**src/sdl_pkg.sv**
```systemverilog
// Constants for the self-diagnostic LED sequencer: register map,
// field positions, LED codes and the phase dwell time.
// Assumes a 125 MHz module clock.
`default_nettype none

package sdl_pkg;

   // ----------------------------------------------------------------
   // Register map (byte addresses)
   // ----------------------------------------------------------------
   localparam logic [7:0] ADDR_CTRL      = 8'h00;
   localparam logic [7:0] ADDR_STATUS    = 8'h04;
   localparam logic [7:0] ADDR_IRQ_STAT  = 8'h08;
   localparam logic [7:0] ADDR_IRQ_MASK  = 8'h0c;

   // ----------------------------------------------------------------
   // Field positions
   // ----------------------------------------------------------------
   localparam int CTRL_XREQ_BIT      = 0;
   localparam int STAT_LED_LSB       = 0;
   localparam int STAT_TEST_BIT      = 7;
   localparam int STAT_FAULT_BIT     = 8;
   localparam int STAT_SELF_BIT      = 9;
   localparam int STAT_STATE_LSB     = 12;
   localparam int IRQ_ERR_BIT        = 0;
   localparam int IRQ_FAULT_BIT      = 1;
   localparam int IRQ_CYCLE_BIT      = 2;
   localparam int IRQ_W              = 3;
   localparam int LED_BIT_SIX_ERROR  = 6;
   localparam int LED_BIT_ZERO_RUNNING = 0;

   // ----------------------------------------------------------------
   // Reset values
   // ----------------------------------------------------------------
   localparam logic [IRQ_W-1:0] IRQ_MASK_RST = 3'h0;

   // ----------------------------------------------------------------
   // Mode switch and LED codes
   // ----------------------------------------------------------------
   localparam logic [3:0] MODE_SELF_TEST = 4'h2;

   localparam logic [6:0] LED_OFF      = 7'h00;
   localparam logic [6:0] LED_RUN_CPU  = 7'h03;
   localparam logic [6:0] LED_RUN_TMR  = 7'h05;
   localparam logic [6:0] LED_RUN_IRQ  = 7'h07;
   localparam logic [6:0] LED_RUN_MEM1 = 7'h0b;
   localparam logic [6:0] LED_RUN_MEM2 = 7'h0d;
   localparam logic [6:0] LED_ERR_CPU  = 7'h42;
   localparam logic [6:0] LED_ERR_TMR  = 7'h44;
   localparam logic [6:0] LED_ERR_IRQ  = 7'h46;
   localparam logic [6:0] LED_ERR_MEM  = 7'h4e;

   // Test slots in test_fail
   localparam int TEST_CPU  = 0;
   localparam int TEST_TMR  = 1;
   localparam int TEST_IRQ  = 2;
   localparam int TEST_MEM1 = 3;
   localparam int TEST_MEM2 = 4;
   localparam int TEST_N    = 5;

   // ----------------------------------------------------------------
   // Timing
   // ----------------------------------------------------------------
   localparam int unsigned CLK_PERIOD_NS = 8;
   localparam int unsigned PHASE_TIME_NS = 100000;
   localparam int unsigned PHASE_CYC     = PHASE_TIME_NS / CLK_PERIOD_NS;
   localparam int          DWELL_W       = 16;

   // ----------------------------------------------------------------
   // Sequencer states, Gray from ST_IDLE to ST_MEM2, not on the wrap back to ST_CPU
   // ----------------------------------------------------------------
   typedef enum logic [2:0] {
      ST_IDLE = 3'h0,
      ST_CPU  = 3'h1,
      ST_TMR  = 3'h3,
      ST_IRQ  = 3'h2,
      ST_MEM1 = 3'h6,
      ST_MEM2 = 3'h7,
      ST_ERR  = 3'h5
   } sdl_state_t;

endpackage

`default_nettype wire

```
**src/sdl_dwell_timer.sv**
```systemverilog
// Phase dwell timer: one-cycle done pulse every CYC cycles.
// Assumes restart comes from logic on the same clock.
`timescale 1ns/100ps
`default_nettype none

module sdl_dwell_timer
   import sdl_pkg::*;
#(
   parameter int unsigned CYC = PHASE_CYC
) (
   input  wire logic clk,      // Module clock
   input  wire logic srst,     // Synchronous reset
   input  wire logic restart,  // Start a fresh dwell
   output logic      done      // Dwell elapsed, one cycle
);

   typedef struct packed {
      logic [DWELL_W-1:0] cnt;
      logic               done;
   } sdl_tmr_t;

   localparam logic [DWELL_W-1:0] LAST = DWELL_W'(CYC - 1);

   sdl_tmr_t r_reg;
   sdl_tmr_t r_next;

   always_comb begin
      r_next = r_reg;
      r_next.done = 1'b0;
      if (restart) begin
         r_next.cnt = '0;
      end else if (r_reg.cnt == LAST) begin
         r_next.cnt  = '0;
         r_next.done = 1'b1;
      end else begin
         r_next.cnt = r_reg.cnt + 1'b1;
      end
   end

   always_ff @(posedge clk) begin
      if (srst) begin
         r_reg <= '0;
      end else begin
         r_reg <= r_next;
      end
   end

   assign done = r_reg.done;

endmodule

`default_nettype wire

```
**src/sdl_sequencer.sv**
```systemverilog
// Self-diagnostic LED sequencer with fault indicator and APB registers.
// Assumes mode_sw comes from a front-panel switch (asynchronous);
// test_fail, slave_active and addr_dup come from logic on clk.
`timescale 1ns/100ps
`default_nettype none

module sdl_sequencer
   import sdl_pkg::*;
#(
   parameter int unsigned PHASE_CYCLES = PHASE_CYC
) (
   input  wire logic        clk,           // 125 MHz module clock
   input  wire logic        srst,          // Synchronous reset, high
   input  wire logic [3:0]  mode_sw,       // Rotary mode switch
   input  wire logic [4:0]  test_fail,     // Per-test failure flags
   input  wire logic        slave_active,  // An active slave was found
   input  wire logic        addr_dup,      // A slave holds the master address
   input  wire logic        psel,          // APB select
   input  wire logic        penable,       // APB enable
   input  wire logic        pwrite,        // APB direction
   input  wire logic [7:0]  paddr,         // APB byte address
   input  wire logic [31:0] pwdata,        // APB write data
   output logic [31:0]      prdata,        // APB read data
   output logic             pready,        // APB ready
   output logic             pslverr,       // APB error, unmapped address
   output logic             test_led,      // Test indicator
   output logic [6:0]       station_leds,  // Station-number LED group
   output logic             fault_led,     // Fault indicator
   output logic             irq            // Level interrupt
);

   // ----------------------------------------------------------------
   // State
   // ----------------------------------------------------------------
   typedef struct packed {
      sdl_state_t       st;
      logic [6:0]       led;
      logic             test;
      logic             fault;
      logic             xreq;
      logic             xreq_d;
      logic [3:0]       m1;
      logic [3:0]       m2;
      logic [IRQ_W-1:0] irq_stat;
      logic [IRQ_W-1:0] irq_mask;
      logic [31:0]      rdata;
   } sdl_seq_t;

   sdl_seq_t r_reg;
   sdl_seq_t r_next;

   logic selftest;
   logic tmr_done;
   logic tmr_restart;
   logic acc;
   logic wr;
   logic mapped;
   logic req_rise;

   // ----------------------------------------------------------------
   // Helpers
   // ----------------------------------------------------------------
   function automatic logic [6:0] run_code(input sdl_state_t s);
      logic [6:0] c;
      c = LED_OFF;
      unique case (s)
         ST_CPU:  c = LED_RUN_CPU;
         ST_TMR:  c = LED_RUN_TMR;
         ST_IRQ:  c = LED_RUN_IRQ;
         ST_MEM1: c = LED_RUN_MEM1;
         ST_MEM2: c = LED_RUN_MEM2;
         default: c = LED_OFF;
      endcase
      return c;
   endfunction

   function automatic logic [6:0] err_code(input sdl_state_t s);
      logic [6:0] c;
      c = LED_ERR_MEM;
      unique case (s)
         ST_CPU:  c = LED_ERR_CPU;
         ST_TMR:  c = LED_ERR_TMR;
         ST_IRQ:  c = LED_ERR_IRQ;
         default: c = LED_ERR_MEM;
      endcase
      return c;
   endfunction

   function automatic int test_slot(input sdl_state_t s);
      int i;
      i = TEST_CPU;
      unique case (s)
         ST_TMR:  i = TEST_TMR;
         ST_IRQ:  i = TEST_IRQ;
         ST_MEM1: i = TEST_MEM1;
         ST_MEM2: i = TEST_MEM2;
         default: i = TEST_CPU;
      endcase
      return i;
   endfunction

   // ----------------------------------------------------------------
   // Dwell timer
   // ----------------------------------------------------------------
   sdl_dwell_timer #(
      .CYC (PHASE_CYCLES)
   ) u_dwell (
      .clk     (clk),
      .srst    (srst),
      .restart (tmr_restart),
      .done    (tmr_done)
   );

   assign selftest    = (r_reg.m2 == MODE_SELF_TEST);
   assign tmr_restart = (r_next.st != r_reg.st);
   assign req_rise    = r_reg.xreq && !r_reg.xreq_d;

   // ----------------------------------------------------------------
   // APB decode
   // ----------------------------------------------------------------
   assign acc    = psel && penable;
   assign wr     = acc && pwrite;
   assign mapped = (paddr == ADDR_CTRL) || (paddr == ADDR_STATUS) ||
                   (paddr == ADDR_IRQ_STAT) || (paddr == ADDR_IRQ_MASK);

   // ----------------------------------------------------------------
   // Next state
   // ----------------------------------------------------------------
   always_comb begin
      r_next = r_reg;
      // Switch passes two flops before use
      r_next.m1 = mode_sw;
      r_next.m2 = r_reg.m1;
      r_next.xreq_d = r_reg.xreq;

      // Register writes; W1C before events so a set wins
      if (wr && paddr == ADDR_CTRL) begin
         r_next.xreq = pwdata[CTRL_XREQ_BIT];
      end
      if (wr && paddr == ADDR_IRQ_STAT) begin
         r_next.irq_stat = r_reg.irq_stat & ~pwdata[IRQ_W-1:0];
      end
      if (wr && paddr == ADDR_IRQ_MASK) begin
         r_next.irq_mask = pwdata[IRQ_W-1:0];
      end

      // Test sequence
      unique case (r_reg.st)
         ST_IDLE: begin
            if (selftest) begin
               r_next.st = ST_CPU;
            end
         end
         ST_CPU, ST_TMR, ST_IRQ, ST_MEM1, ST_MEM2: begin
            if (tmr_done) begin
               if (test_fail[test_slot(r_reg.st)]) begin
                  r_next.st  = ST_ERR;
                  r_next.led = err_code(r_reg.st);
                  r_next.irq_stat[IRQ_ERR_BIT] = 1'b1;
               end else begin
                  unique case (r_reg.st)
                     ST_CPU:  r_next.st = ST_TMR;
                     ST_TMR:  r_next.st = ST_IRQ;
                     ST_IRQ:  r_next.st = ST_MEM1;
                     ST_MEM1: r_next.st = ST_MEM2;
                     default: begin
                        r_next.st = ST_CPU;
                        r_next.irq_stat[IRQ_CYCLE_BIT] = 1'b1;
                     end
                  endcase
               end
            end
         end
         ST_ERR: begin
            r_next.st = ST_ERR;
         end
         default: begin
            r_next.st = ST_IDLE;
         end
      endcase

      if (!selftest) begin
         r_next.st = ST_IDLE;
      end
      if (r_next.st != ST_ERR) begin
         r_next.led = run_code(r_next.st);
      end
      r_next.test = (r_next.st != ST_IDLE);

      // Fault indicator
      if (!r_reg.xreq) begin
         r_next.fault = 1'b0;
      end else if (req_rise) begin
         r_next.fault = !slave_active || addr_dup;
         if (!slave_active || addr_dup) begin
            r_next.irq_stat[IRQ_FAULT_BIT] = 1'b1;
         end
      end

      // Read data captured in the setup cycle
      if (psel && !penable) begin
         r_next.rdata = '0;
         unique case (paddr)
            ADDR_CTRL: begin
               r_next.rdata[CTRL_XREQ_BIT] = r_reg.xreq;
            end
            ADDR_STATUS: begin
               r_next.rdata[STAT_LED_LSB +: 7]   = r_reg.led;
               r_next.rdata[STAT_TEST_BIT]       = r_reg.test;
               r_next.rdata[STAT_FAULT_BIT]      = r_reg.fault;
               r_next.rdata[STAT_SELF_BIT]       = selftest;
               r_next.rdata[STAT_STATE_LSB +: 3] = r_reg.st;
            end
            ADDR_IRQ_STAT: begin
               r_next.rdata[IRQ_W-1:0] = r_reg.irq_stat;
            end
            ADDR_IRQ_MASK: begin
               r_next.rdata[IRQ_W-1:0] = r_reg.irq_mask;
            end
            default: begin
               r_next.rdata = '0;
            end
         endcase
      end
   end

   always_ff @(posedge clk) begin
      if (srst) begin
         r_reg          <= '0;
         r_reg.st       <= ST_IDLE;
         r_reg.irq_mask <= IRQ_MASK_RST;
      end else begin
         r_reg <= r_next;
      end
   end

   // ----------------------------------------------------------------
   // Outputs
   // ----------------------------------------------------------------
   assign prdata       = r_reg.rdata;
   assign pready       = 1'b1;
   assign pslverr      = acc && !mapped;
   assign test_led     = r_reg.test;
   assign station_leds = r_reg.led;
   assign fault_led    = r_reg.fault;
   assign irq          = |(r_reg.irq_stat & r_reg.irq_mask);
endmodule

`default_nettype wire

```
**config.mk**
```make
export PLATFORM = sky130hd
export DESIGN_NAME = sdl_sequencer
export DESIGN_NICKNAME = d
export VERILOG_FILES = /design/src/sdl_pkg.sv /design/src/sdl_dwell_timer.sv /design/src/sdl_sequencer.sv
export SDC_FILE = /design/constraint.sdc
export NUM_CORES = 1
export LEC_CHECK = 0
export BUFFER_PORTS_ARGS = -buffer_cell sky130_fd_sc_hd__buf_2
export CORE_MARGIN = 2
export CORE_UTILIZATION = 51
export DETAILED_ROUTE_END_ITERATION = 6
export PLACE_DENSITY = 0.81
export SKIP_LAST_GASP = 1
export SLEW_MARGIN = 15
export SYNTH_ARGS = -nofsm -noshare
export SYNTH_HDL_FRONTEND = slang
export SYNTH_SLANG_ARGS = --single-unit
```
**constraint.sdc**
```tcl
create_clock -name clk -period 2.5 [get_ports clk]
set_input_delay 0.125 -clock clk [delete_from_list [all_inputs] [get_ports clk]]
set_output_delay 0.125 -clock clk [all_outputs]
set_load 0.02 [all_outputs]
```
==> summary.txt <==
Global routing
  – Number of global-route vias before repair: approximately 2.1k
  – Initial antenna violation count: 0
  – GRT overflow: 0
  – Total GRT Usage: 0.181
  – Largest net degree at the start of global routing: 39
  – First-pass GRT wire length: about 9500 µm

Floorplanning
  – Core region area: roughly 5800 µm²
  – DIE AREA: ~6600 µm²
  – Die Y: 81.0 µm
  – Number of I/O pins: 100
  – Row cnt: 28
  – Die Width: roughly 81 µm
  – Starting Density: 0.520

Timing
  – Final Skew: 4.36 ps
  – Final setup viols: 0
  – Slew Limit Fails: 0
  – Setup TNS: 0 ps
  – RSZ-0062 raised after global routing: false
  – Maximum clock rate: roughly 450 MHz
  – Worst-Margin Slew: around 660 ps
  – Fin crit period: approximately 2200 ps
  – Final Hold Viols: 0
  – Fin Hold WS: 16.0 ps
  – Rel. slew slack: 0.559
  – Period utilisation layout: 0.887

Routing
  – Routed vias/inst: around 5.5
  – Drc violations: 0
  – Pre-antenna DRT Iters: 4
  – Via count: ~2.4k
  – DRT Wirelength: between 5000 and 6000 µm
  – Detailed Route Iter0 Violations: between 150 and 200
  – Wire per inst: 13.4 µm
  – ANT nets after route: 0

Logic synthesis
  – Post-synth top cells: dfxtp_1 (55), buf_4 (40), nor2_1 (31)
  – Post-synth EDFFs: 0
  – Mapped Cells: approximately 330
  – Post-Syn Area per Cell: 9.05 µm²
  – Share of the yosys chip area belonging to registers: 0.364
  – Yosys warning count: 0
  – Post-synth top area share: 0.364
  – Unique masters post-synth: 66
  – Proportion of synthesized area in mux cells: 0.0356
  – #FFs+latches synth: between 50 and 60
  – Simple-gate portion of the synthesized area: 0.284
  – Top FF cell, synth: dfxtp_1
  – Cell Area, Synth: approximately 3000 µm²
  – Synth Area in Compound Gates: 0.133
  – Post-Synth XOR/XNOR Area: 0.0377
  – Asr flop ratio synth: 0
  – Main area contributors after synthesis: dfxtp_1 (36%), buf_4 (9.9%), nor2_1 (3.8%)
  – Area leader, netlist: dfxtp_1
  – Main combinational cell family by area after synthesis: simple AND/OR/NAND/NOR gates
  – Count leader, synth: dfxtp_1
  – Adder-cell share of the synthesized area: 0.00414

Hold path
  – Tightest Hold Check Type: in -> reg

Clock network
  – Clk buf depth: 2
  – Cts bufs inserted: 5
  – Clock tree from TritonCTS: built
  – Setup repair bufs after CTS: 0
  – H-tree level count: 2
  – Post-CTS sizing: 0
  – CTS clk-pin slew, worst paths: roughly 100 ps
  – Clock latency on the worst-skew pair: 310 ps
  – Hold_buf cts: 0
  – Clock sink count: 55
  – CTS root buf: clkbuf_8

Power
  – Pwr Density: about 500 nW/µm²
  – NetSw: ~0.4 mW
  – Pint: roughly 1.2 mW
  – Logic pwr share: 0.089
  – Power share of the clock group: 0.337
  – Sw Share: 0.255
  – Maximum VDD drop: between 0.2 and 0.25 mV
  – Leak pwr: roughly 1.3 nW
  – Flop pwr share: 0.574

Setup path
  – CP endpoint kind: flop
  – R2R Setup Slk: ~280 ps
  – Worst path required time: ~2700 ps
  – Crit path max fanout: 22
  – Setup crit start kind: flop
  – Worst path arrival time: 2390 ps
  – Kind of critical path: reg -> reg

Layout
  – P&R area growth vs syn: 5.88%
  – # diodes: 0
  – Max FFs per register: 16
  – Nets: 417
  – Fillers: approximately 530
  – Share of layout cells above drive strength 1: 0.249

Placed design
  – GPL Wtd Cong: between 0.8 and 0.9
  – Number of port buffers: 48
  – Final HPWL DP: between 4000 and 5000 µm

Run
  – Max Cap Viol: 0

Outcome
  – Status: complete, no violations
-- kinds of logic after synthesis --
kind of cell    count (synthesis)
mux                             9
simple gates                  139
flops                          55
fa+ha+maj                       1
compound gates                 51
xor+xnor                       13
other cells                     2
buf+inv                        64
-- worst max-delay path: stages, from the launching register on --
cell,delay [ps]
dfxtp_1,340
buf_4,210
o211a_1,250
a311o_1,360
buf_4,200
nor3b_1,140
buf_4,150
o311ai_1,330
a21oi_1,110
-- per-layer routing --
metal  GRT usage  routed length [µm]
met1       0.212                2550
met2       0.324                2900
met3      0.0389                 301
met4      0.0644                 116
met5           0                   0
-- stage by stage --
step                instance area, µm²   util  cells  total power, mW  setup WS [ps]
detailed placement                3100  0.533    428             1.05            312
global placement                  3100  0.533    428             1.05            364
floorplan                         3100      -    354             1.04            500
finish                            3200  0.550    436             1.56            283
global route                      3200  0.550    436             1.62            177
CTS                               3200  0.550    436             1.56            280
-- power by group through the flow --
stage | Clock (mW) | Combinational [mW] | Sequential [mW]
3_5_place_dp | 0 | 0.138 | 0.915
4_1_cts | 0.531 | 0.138 | 0.895
3_3_place_gp | 0 | 0.135 | 0.915
6_report | 0.525 | 0.139 | 0.895
2_1_floorplan | 0 | 0.128 | 0.914
5_1_grt | 0.576 | 0.152 | 0.897
-- cells in the final DEF, fill, tap and decap left out, types with 4 or more instances in the layout --
| cell | instances |
|---|---|
| buf_2 | 48 |
| nor2b_1 | 12 |
| nand2_1 | 22 |
| inv_1 | 5 |
| nor3_1 | 11 |
| buf_4 | 9 |
| a21oi_1 | 6 |
| nor3_2 | 10 |
| nand2b_1 | 7 |
| o21ai_0 | 8 |
| nand4_1 | 6 |
| clkbuf_8 | 6 |
| a22oi_1 | 12 |
| nand3_1 | 10 |
| xor2_1 | 4 |
| dfxtp_1 | 55 |
| conb_1 | 22 |
| nor2_1 | 31 |
| xnor2_1 | 9 |
| mux2i_1 | 7 |
-- layout make-up --
cell class,count,area [µm²],area share
multi-input cells,235,1580,0.493
clock inverters,2,16.3,0.00508
inverters,6,22.5,0.00704
well taps,75,93.8,0.0293
flip-flops and latches,55,1100,0.344
clock buffers,6,82.6,0.0258
repair buffers,57,308,0.0962
-- final timing paths --
kind	from	to	depth (start not counted)
setup reg to reg	r_reg[59]	station_leds[1]	8
hold reg to reg	r_next[40]	r_reg[40]	1
hold / removal	mode_sw[3]	r_next[41]	2
setup / recovery	r_reg[59]	station_leds[1]	8
Note: power is estimated with default switching activity, not from simulation.
